--- config.mk ---
export PLATFORM = sky130hd
export DESIGN_NAME = twp_host
export DESIGN_NICKNAME = d
export VERILOG_FILES = /design/src/twp_pkg.sv /design/src/twp_sync.sv /design/src/twp_host.sv
export SDC_FILE = /design/constraint.sdc
export NUM_CORES = 1
export LEC_CHECK = 0
export BUFFER_PORTS_ARGS = -buffer_cell sky130_fd_sc_hd__buf_2
export CAP_MARGIN = 20
export CORE_MARGIN = 3
export CORE_UTILIZATION = 64
export CTS_CLUSTER_SIZE = 8
export DETAILED_ROUTE_END_ITERATION = 7
export HOLD_SLACK_MARGIN = 0.05
export PLACE_DENSITY_LB_ADDON = 0.12
export SLEW_MARGIN = 20
export SYNTH_ARGS = -nofsm -noshare
export SYNTH_HDL_FRONTEND = slang
export SYNTH_SLANG_ARGS = --single-unit
--- constraint.sdc ---
create_clock -name ref_clk -period 8 [get_ports ref_clk]
set_clock_uncertainty 0.1 [all_clocks]
set_input_delay 0.4 -clock ref_clk [delete_from_list [all_inputs] [get_ports ref_clk]]
set_output_delay 0.4 -clock ref_clk [all_outputs]
set_load 0.03 [all_outputs]
--- src/twp_pkg.sv ---
package twp_pkg;

	// ----------------------------------------
	// bus address
	// ----------------------------------------
	localparam logic [4:0] ADDR_HI = 5'h0B;
	localparam logic RW_READ = 1'h1;
	localparam logic RW_WRITE = 1'h0;
	localparam logic ACK_LVL = 1'h0;

	// ----------------------------------------
	// instruction byte field positions
	// ----------------------------------------
	localparam int INSTR_CHAN_POS = 7;
	localparam int INSTR_MIDSCALE_POS = 6;
	localparam int INSTR_POWER_DOWN_POS = 5;
	localparam int INSTR_OUT2_POS = 4;
	localparam int INSTR_OUT1_POS = 3;

	// ----------------------------------------
	// timing
	// ----------------------------------------
	localparam int CLK_PERIOD_NS = 20;
	localparam int SCL_QTR_NS = 2500;
	localparam int SCL_QTR_CYC = (SCL_QTR_NS + CLK_PERIOD_NS - 1) / CLK_PERIOD_NS;
	localparam int CNT_W = 16;

	// ----------------------------------------
	// phases of one scl period
	// ----------------------------------------
	localparam logic [1:0] PH_LOW = 2'h0;
	localparam logic [1:0] PH_RISE = 2'h1;
	localparam logic [1:0] PH_HIGH = 2'h2;
	localparam logic [1:0] PH_FALL = 2'h3;
	localparam logic [3:0] ACK_BIT = 4'h8;
	localparam logic [8:0] RX_BYTE_NACK = 9'h1FF;

	typedef enum logic [2:0] {
		ST_IDLE = 3'b000,
		ST_START = 3'b001,
		ST_BIT = 3'b010,
		ST_STOP = 3'b011,
		ST_DONE = 3'b100
	} twp_state_t;

	typedef struct packed {
		logic chan;
		logic midscale_reset_bit;
		logic power_down_bit;
		logic logic_out_2;
		logic logic_out_1;
		logic [2:0] unused;
	} twp_instr_t;

	typedef struct packed {
		logic rw;
		logic addr_strap_pin1;
		logic addr_strap_pin0;
		twp_instr_t instr;
		logic [7:0] data;
	} twp_cmd_t;

	typedef struct packed {
		logic [7:0] data;
		logic nack;
	} twp_rsp_t;

	function automatic logic [7:0] addr_byte(input logic s1, input logic s0, input logic rw);
		addr_byte = {ADDR_HI, s1, s0, rw};
	endfunction : addr_byte

endpackage : twp_pkg

--- src/twp_sync.sv ---
`timescale 1ns/1ps
module twp_sync #(
	parameter int WIDTH = 2
) (
	input wire logic ref_clk,
	input wire logic reset,
	input wire logic ce,
	input wire logic [WIDTH-1:0] d,
	output logic [WIDTH-1:0] q
);
	// ----------------------------------------
	// two flops; first stage read only by second
	// ----------------------------------------
	logic [WIDTH-1:0] meta_q;
	logic [WIDTH-1:0] meta_d;
	logic [WIDTH-1:0] sync_q;
	logic [WIDTH-1:0] sync_d;

	always_comb begin
		meta_d = d;
		sync_d = meta_q;
	end

	always_ff @(posedge ref_clk or posedge reset) begin
		if (reset) begin
			meta_q <= '1;
			sync_q <= '1;
		end else if (ce) begin
			meta_q <= meta_d;
			sync_q <= sync_d;
		end
	end

	assign q = sync_q;

endmodule : twp_sync

--- src/twp_host.sv ---
`timescale 1ns/1ps
module twp_host #(
	parameter int QTR_CYC = twp_pkg::SCL_QTR_CYC
) (
	input wire logic ref_clk,
	input wire logic reset,
	input wire logic ce,
	input wire logic cmd_valid,
	input wire twp_pkg::twp_cmd_t cmd,
	output logic cmd_ready,
	output logic rsp_valid,
	output twp_pkg::twp_rsp_t rsp,
	input wire logic scl_i,
	output logic scl_o,
	output logic scl_oe_n,
	input wire logic sda_i,
	output logic sda_o,
	output logic sda_oe_n
);
	// ----------------------------------------
	// elaboration checks
	// ----------------------------------------
	if (QTR_CYC < 1 || QTR_CYC >= (1 << twp_pkg::CNT_W)) begin : g_bad_qtr
		$error("QTR_CYC out of range");
	end

	localparam logic [twp_pkg::CNT_W-1:0] QTR_LAST = twp_pkg::CNT_W'(QTR_CYC - 1);

	// ----------------------------------------
	// pin synchronisers
	// ----------------------------------------
	logic [1:0] pins_s;
	logic scl_s;
	logic sda_s;

	twp_sync #(.WIDTH(2)) u_sync (
		.ref_clk(ref_clk),
		.reset(reset),
		.ce(ce),
		.d({scl_i, sda_i}),
		.q(pins_s)
	);

	assign scl_s = pins_s[1];
	assign sda_s = pins_s[0];

	// ----------------------------------------
	// pin levels for a state and phase
	// ----------------------------------------
	// returns {scl released, sda released}
	function automatic logic [1:0] pin_rel(input twp_pkg::twp_state_t st, input logic [1:0] ph,
		input logic txb);
		pin_rel = 2'h3;
		unique case (st)
			twp_pkg::ST_START: begin
				pin_rel = {ph != twp_pkg::PH_FALL, ph == twp_pkg::PH_LOW};
			end
			twp_pkg::ST_BIT: begin
				pin_rel = {ph == twp_pkg::PH_RISE || ph == twp_pkg::PH_HIGH, txb};
			end
			twp_pkg::ST_STOP: begin
				pin_rel = {ph != twp_pkg::PH_LOW, ph == twp_pkg::PH_HIGH || ph == twp_pkg::PH_FALL};
			end
			default: begin
				pin_rel = 2'h3;
			end
		endcase
	endfunction : pin_rel

	// ----------------------------------------
	// quarter-period timer
	// ----------------------------------------
	twp_pkg::twp_state_t st_q;
	twp_pkg::twp_state_t st_d;
	logic [1:0] ph_q;
	logic [1:0] ph_d;
	logic scl_oe_n_q;
	logic scl_oe_n_d;
	logic sda_oe_n_q;
	logic sda_oe_n_d;
	logic [twp_pkg::CNT_W-1:0] cnt_q;
	logic [twp_pkg::CNT_W-1:0] cnt_d;
	logic stall;
	logic tick;

	// a slave holding scl low stretches the rise phase; no timeout, so a stuck bus hangs here
	assign stall = (ph_q == twp_pkg::PH_RISE) && scl_oe_n_q && !scl_s && (st_q != twp_pkg::ST_IDLE);
	assign tick = (cnt_q == '0) && !stall;

	always_comb begin
		cnt_d = cnt_q;
		if (st_q == twp_pkg::ST_IDLE || st_q == twp_pkg::ST_DONE) begin
			cnt_d = QTR_LAST;
		end else if (tick) begin
			cnt_d = QTR_LAST;
		end else if (cnt_q != '0) begin
			cnt_d = cnt_q - 1'b1;
		end
	end

	always_ff @(posedge ref_clk or posedge reset) begin
		if (reset) begin
			cnt_q <= '0;
		end else if (ce) begin
			cnt_q <= cnt_d;
		end
	end

	// ----------------------------------------
	// transfer sequencer
	// ----------------------------------------
	twp_pkg::twp_cmd_t cmd_q;
	twp_pkg::twp_cmd_t cmd_d;
	logic [8:0] tx_q;
	logic [8:0] tx_d;
	logic [8:0] rx_q;
	logic [8:0] rx_d;
	logic [3:0] bit_q;
	logic [3:0] bit_d;
	logic [1:0] idx_q;
	logic [1:0] idx_d;
	logic nack_q;
	logic nack_d;
	logic [7:0] rd_q;
	logic [7:0] rd_d;
	logic cmd_ready_q;
	logic cmd_ready_d;
	logic rsp_valid_q;
	logic rsp_valid_d;
	twp_pkg::twp_rsp_t rsp_q;
	twp_pkg::twp_rsp_t rsp_d;

	always_comb begin
		st_d = st_q;
		ph_d = ph_q;
		cmd_d = cmd_q;
		tx_d = tx_q;
		rx_d = rx_q;
		bit_d = bit_q;
		idx_d = idx_q;
		nack_d = nack_q;
		rd_d = rd_q;
		rsp_valid_d = 1'b0;
		rsp_d = rsp_q;
		unique case (st_q)
			twp_pkg::ST_IDLE: begin
				if (cmd_valid && cmd_ready_q) begin
					cmd_d = cmd;
					st_d = twp_pkg::ST_START;
					ph_d = twp_pkg::PH_LOW;
					// address then direction, ack slot left released
					tx_d = {twp_pkg::addr_byte(cmd.addr_strap_pin1, cmd.addr_strap_pin0, cmd.rw), 1'b1};
					idx_d = 2'h0;
					bit_d = 4'h0;
					nack_d = 1'b0;
				end
			end
			twp_pkg::ST_START: begin
				if (tick) begin
					ph_d = ph_q + 2'h1;
					if (ph_q == twp_pkg::PH_FALL) begin
						st_d = twp_pkg::ST_BIT;
					end
				end
			end
			twp_pkg::ST_BIT: begin
				if (tick) begin
					ph_d = ph_q + 2'h1;
					if (ph_q == twp_pkg::PH_HIGH) begin
						rx_d = {rx_q[7:0], sda_s};
					end
					if (ph_q == twp_pkg::PH_FALL) begin
						// msb first, shifted only while scl is low
						tx_d = {tx_q[7:0], 1'b1};
						bit_d = bit_q + 4'h1;
						if (bit_q == twp_pkg::ACK_BIT) begin
							bit_d = 4'h0;
							unique case (idx_q)
								2'h0: begin
									if (rx_q[0] != twp_pkg::ACK_LVL) begin
										nack_d = 1'b1;
										st_d = twp_pkg::ST_STOP;
									end else if (cmd_q.rw == twp_pkg::RW_READ) begin
										tx_d = twp_pkg::RX_BYTE_NACK;
										idx_d = 2'h1;
									end else begin
										tx_d = {cmd_q.instr, 1'b1};
										idx_d = 2'h1;
									end
								end
								2'h1: begin
									if (cmd_q.rw == twp_pkg::RW_READ) begin
										rd_d = rx_q[8:1];
										st_d = twp_pkg::ST_STOP;
									end else if (rx_q[0] != twp_pkg::ACK_LVL) begin
										nack_d = 1'b1;
										st_d = twp_pkg::ST_STOP;
									end else begin
										tx_d = {cmd_q.data, 1'b1};
										idx_d = 2'h2;
									end
								end
								default: begin
									nack_d = rx_q[0] != twp_pkg::ACK_LVL;
									st_d = twp_pkg::ST_STOP;
								end
							endcase
						end
					end
				end
			end
			twp_pkg::ST_STOP: begin
				if (tick) begin
					ph_d = ph_q + 2'h1;
					if (ph_q == twp_pkg::PH_FALL) begin
						st_d = twp_pkg::ST_DONE;
					end
				end
			end
			twp_pkg::ST_DONE: begin
				rsp_valid_d = 1'b1;
				rsp_d = '{data: rd_q, nack: nack_q};
				st_d = twp_pkg::ST_IDLE;
			end
			default: begin
				st_d = twp_pkg::ST_IDLE;
			end
		endcase
		cmd_ready_d = (st_d == twp_pkg::ST_IDLE);
		{scl_oe_n_d, sda_oe_n_d} = pin_rel(st_d, ph_d, tx_d[8]);
	end

	always_ff @(posedge ref_clk or posedge reset) begin
		if (reset) begin
			st_q <= twp_pkg::ST_IDLE;
			ph_q <= twp_pkg::PH_LOW;
			cmd_q <= '0;
			tx_q <= '1;
			rx_q <= '0;
			bit_q <= 4'h0;
			idx_q <= 2'h0;
			nack_q <= 1'b0;
			rd_q <= 8'h00;
			cmd_ready_q <= 1'b0;
			rsp_valid_q <= 1'b0;
			rsp_q <= '0;
			scl_oe_n_q <= 1'b1;
			sda_oe_n_q <= 1'b1;
		end else if (ce) begin
			st_q <= st_d;
			ph_q <= ph_d;
			cmd_q <= cmd_d;
			tx_q <= tx_d;
			rx_q <= rx_d;
			bit_q <= bit_d;
			idx_q <= idx_d;
			nack_q <= nack_d;
			rd_q <= rd_d;
			cmd_ready_q <= cmd_ready_d;
			rsp_valid_q <= rsp_valid_d;
			rsp_q <= rsp_d;
			scl_oe_n_q <= scl_oe_n_d;
			sda_oe_n_q <= sda_oe_n_d;
		end
	end

	// open-drain: the data flop only ever holds low, the enables do the work
	logic drive_lvl_q;

	always_ff @(posedge ref_clk or posedge reset) begin
		if (reset) begin
			drive_lvl_q <= 1'b0;
		end else if (ce) begin
			drive_lvl_q <= 1'b0;
		end
	end

	assign cmd_ready = cmd_ready_q;
	assign rsp_valid = rsp_valid_q;
	assign rsp = rsp_q;
	assign scl_o = drive_lvl_q;
	assign sda_o = drive_lvl_q;
	assign scl_oe_n = scl_oe_n_q;
	assign sda_oe_n = sda_oe_n_q;
endmodule : twp_host

# Word-level counts from Yosys, hierarchy flattened
# Cells that the tools add are included.
[word_totals]
reg_bits = 88
input_bits = 25
output_inout_bits = 15
wordCells = 134
[classes]
addsub = 3
n_eq_ne = 24
mux = 52
reduce_logical = 29
[ops]
columns = ["operator", "count"]
rows = [
  ["$mux W9", 8],
  ["$mux W16", 3],
  ["$pmux W9 S2", 2],
  ["$mux W3", 10],
  ["$mux W2", 9],
  ["$logic_not A16 Y1", 1],
  ["$mux W4", 4],
  ["$reduce_bool A16 Y1", 1],
  ["$sub A16 B1 Y16 const B", 1],
  ["$reduce_and A7 Y1", 2],
  ["$eq A3 B2 Y1 const B", 4],
  ["$pmux W2 S2", 3],
  ["$pmux W3 S4", 1],
  ["$reduce_and A10 Y1", 1],
  ["$ne A3 B3 Y1 const B", 3],
  ["$eq A2 B2 Y1 const B", 4],
  ["$ne A2 B2 Y1 const B", 4],
  ["$pmux W4 S2", 1],
  ["$mux W1", 7],
  ["$eq A2 B1 Y1 const B", 3],
  ["$eq A3 B1 Y1 const B", 2],
  ["$logic_not A3 Y1", 2],
  ["$pmux W2 S3", 1],
  ["$pmux W3 S2", 1],
  ["other kinds (18)", 30],
]

# Logic depth before layout (Yosys ltp)
[depth]
word_depth = 11
depth_mapped = 12
ltp_nobuf = 12

# Modules after synthesis
# Synthesis repeated with hierarchy kept, for this count alone.
[unflattened]
cells_unflattened = 460
area_unflattened_um2 = 4465.5
[by_module_without_submodules]
columns = ["module", "instances", "cells_each", "area_per_inst_um2", "seq_area_each_um2"]
rows = [
  ["twp_host", 1, 451, 4311.6, 2115.8],
  ["twp_sync", 1, 9, 153.9, 105.1],
]

# Worst setup path after synthesis
# No wires, ideal clock.
[synth_path]
path_kind = "register to register"
start = "reg cnt_q[0] (netlist bit)"
end = "reg scl_oe_n_q (netlist: scl_oe_n)"
setup_ps = 61
arrival_time_ps = 2565
required_time_ps = 7839
path_slack_ps = 5274
stages_incl_launch_ff = 12
path_buffers = 0
period_less_slack_ps = 2726
path_cell_list = "dfrtp_1 inv_1 ha_1 nor3b_1 nand4_4 nor2_1 nor2_1 o31ai_1 o21ai_0 ha_1 o221ai_1 o22a_1"
[synth_via]
elab_chain_cells = 7
word_cells_on_any_way = 17
classes_between = "eq/ne (6); mux (7); reduce/logical (4)"
[synth_rtl]
columns = ["element", "line", "rtl"]
rows = [
  ["from (decl)", "twp_host.sv:81", "logic [twp_pkg::CNT_W-1:0] cnt_q;"],
  ["from (signal assigned)", "twp_host.sv:105", "cnt_q <= cnt_d;"],
  ["$logic_not A16 Y1 *", "twp_host.sv:88", "assign tick = (cnt_q == '0) && !stall;"],
  ["$logic_and A1 B1 Y1 *", "twp_host.sv:88", ""],
  ["$mux W2 *", "twp_host.sv:159, twp_host.sv:167, twp_host.sv:213", ""],
  ["$pmux W2 S2 *", "twp_host.sv:145", "unique case (st_q)"],
  ["via ph_d[1]", "twp_host.sv:76", "logic [1:0] ph_d;"],
  ["$eq A2 B1 Y1 or $eq A2 B2 Y1 (tied branches)", "twp_host.sv:59", "pin_rel = {ph == twp_pkg::PH_RISE || ph == twp_pkg::PH_HIGH, txb};"],
  ["$logic_or A1 B1 Y1", "twp_host.sv:59", ""],
  ["$pmux W2 S3 *", "twp_host.sv:54", "unique case (st)"],
  ["to (signal assigned)", "twp_host.sv:262", "scl_oe_n_q <= scl_oe_n_d;"],
  ["to (decl)", "twp_host.sv:77", "logic scl_oe_n_q;"],
]
# The timed path passes the listed nets; every way through them passes the cells marked *.
# A chain may end at the register's enable or synchronous reset.

# Final worst setup path
# Same ends and word-level chain as after synthesis.

==> results.md <==
- Clock Tree Buf Depth: 2
- CP startpoint kind: flip-flop
- Post-DP HPWL: between 5000 and 6000 µm
- Async set or reset register ratio after synthesis: 100%
- Slew Limit Headroom: a little over two fifths
- Yosys warnings: 0
- Reg2reg path depth: 11
- Final min period: 3.14 ns
- Post-Syn Area per Cell: 11.0 µm²
- Antenna violations before repair: 0
- Share of the yosys chip area belonging to registers: 50.1%
- Site Rows: 29
- Post-route ant nets: 0
- Worst-margin pin slew: between 0.8 and 0.9 ns
- Cts-stage hold buffer count: 0
- Fmax: ~0.32 GHz
- FF+latch count, synth: a little under 90
- DRT iter0 DRCs: 165
- Die Height: approximately 90 µm
- Final hold violations: 0
- Layout area overhead: 8.52%
- DR vias: between 3000 and 4000
- Cells after Synth: ~400
- Vias per inst: a little over 6
- Total Die Area: 0.00796 mm²
- Top_reg_cell synth: dfrtp_1
- I/O Buffers: 37
- Status: complete, no violations
- Setup violations, final: 0
- Drt first pass iters: 5
- DR DRC count: 0
- Clk sink count: just under 90
- Final Max Tran Viols: 0
- Top-Level Pins: 40
- Post-synth EDFFs: 0
- Worst-skew pair later-pin latency: 0.36 ns
- CTS tree: yes
- Final nets: 469
- Layout cells sized above 1: 30.9%
- Final period util: approximately 39%
- Worst path arrival time: 3.34 ns
- Peak VDD IR: ~140 µV
- Largest cells by area after synthesis: dfrtp_1 (41%), mux2_2 (12%), dfstp_2 (8.9%), nor2_1 (3.6%), ha_1 (2.5%)
- Final wirelength: ~8600 µm
- Total CTS buffers: 9
- Area share of the largest cell type after synthesis: between 40% and 50%
- DIE WIDTH: between 80 and 90 µm
- RSZ-0062 raised after global routing: no
- Remaining global-route overflow: 0
- Ant diodes: 0
- Per-cell routed wire length: 16.6 µm
- TNS Setup: 0 ns
- All-Layer GR Usage: 23.4%
- H-tree depth: 3
- Initial core utilization: slightly below 70%
- Crit-path max FO: 7
- Largest net degree at the start of global routing: ~90
- Hold_ws: about 0.13 ns
- Post-CTS sizing: 0
- Post-CTS Setup Inserts: 0
- Clock slew at reported path FFs: about 0.09 ns
- Synth cell types: between 60 and 70
- Hold Path Class: input port to asynchronous set/reset pin
- P_leak: 0.00219 µW
- CP Data Required Time: about 8.2 ns
- Synth area leader: dfrtp_1
- PD cells: about 230 mW/mm²
- Vias in the first global route: between 3000 and 4000
- Max-Cap Viols: 0
- First-pass GRT wire length: 14400 µm
- Critical path type: flip-flop to flip-flop
- Clock Tree Root: clkbuf_8
- Synth Cell Area: 0.00443 mm²
- Routability congestion estimate: 0.834
- Area of the core: around 0.0065 mm²
- CP endpoint kind: flip-flop
==> through the flow <==
stage               utilization (%)  area, µm²  std cells  total power (µW)  setup WS (ns)
CTS                            73.6       4810        517              1110           4.91
floorplan                         -       4440        403               776           5.25
finish                         73.7       4810        517              1100           4.86
global placement               71.0       4640        501               822           5.11
global route                   73.7       4810        517              1170           4.64
detailed placement             71.0       4640        501               835           4.96
==> cells by family (layout without fill, tap and decap cells) <==
logic type | Yosys count | count (layout) | share of synthesized area, %
fa+ha+maj | 9 | 9 | 2.54
xor+xnor | 14 | 14 | 2.77
simple gates | 128 | 128 | 15.2
flops | 88 | 88 | 50.1
compound gates | 75 | 75 | 12.0
mux | 56 | 56 | 14.0
other cells | 1 | 2 | 0.0846
buf+inv | 31 | 68 | 3.33
==> final timing paths <==
path / start / end / slack, ns
worst min register to register: tx_q[7] / tx_q[7] / 0.36
worst min-delay path: reset / rd_q[3] / 0.13
min in group ref_clk: cmd[13] / cmd_q[13] / 0.16
max in group asynchronous: reset / bit_q[1] / 7.13
worst max register to register: cnt_q[0] / scl_oe_n / 4.86
worst max-delay path: cnt_q[0] / scl_oe_n / 4.86
==> Yosys cell counts (all sizes together), types with 3 or more instances <==
library cell   n
inv           13
nor2          44
o21ai         24
nor3b          3
nand2         26
nor4           4
o22a           3
clkbuf         8
or3            6
nand3          7
xor2           3
nand4          4
and3           6
ha             9
nor3          11
mux2i          7
o21a           3
o31ai          3
a21oi         15
buf           10
mux2          49
dfstp         15
xnor2         11
or2            4
dfrtp         73
a21o           3
==> area by class of cell <==
| cell class | instances | area [µm²] |
|---|---|---|
| clock inverters | 6 | 43.8 |
| multi-input cells | 284 | 2070 |
| fillers | 460 | 1720 |
| clock buffers | 10 | 128 |
| well taps | 77 | 96.3 |
| flip-flops and latches | 88 | 2220 |
| repair buffers | 39 | 204 |
| inverters | 13 | 50.0 |
==> registers in the layout, indices dropped and copies added, names as in the netlist, 3 cells and up <==
register,cells
cmd_q,17
st_q,3
rsp,9
cnt_q,16
tx_q,9
bit_q,4
rx_q,9
rd_q,8
==> cells in the final DEF, fill, tap and decap left out, drive strengths merged, types with 3 or more instances in the layout <==
master	count
a21o	3
a21oi	15
and3	6
buf	39
clkbuf	10
clkinv	4
dfrtp	73
dfstp	15
ha	9
inv	14
mux2	49
mux2i	7
nand2	26
nand3	7
nand4	4
nor2	44
nor3	11
nor3b	3
nor4	4
o21a	3
o21ai	24
o22a	3
o31ai	3
or2	4
or3	6
xnor2	11
xor2	3
==> report_power, final <==
| part | internal [µW] | switching [µW] |
|---|---|---|
| Sequential | 522 | 68.2 |
| Combinational | 108 | 129 |
| Clock | 115 | 160 |
==> metal layers <==
metal  up-vias  global-route usage, %  wire [µm]
met1      1555                   32.8       4030
met2        94                   36.3       3940
met4         0                   10.1        216
met3        25                   3.78        400
li1       1504                      -          -
met5         -                      0          0
==> worst max-delay path, cell delays in order (launching register included) <==
cell and delay, ns:
dfrtp_1 0.42, inv_1 0.07, ha_1 0.26, nor3b_1 0.41
nand4_4 0.22, nor2_1 0.34, nor2_1 0.14, o31ai_1 0.27
o21ai_0 0.21, ha_1 0.32, o221ai_1 0.19, o22a_1 0.15
(Power assumes the default switching activity.)
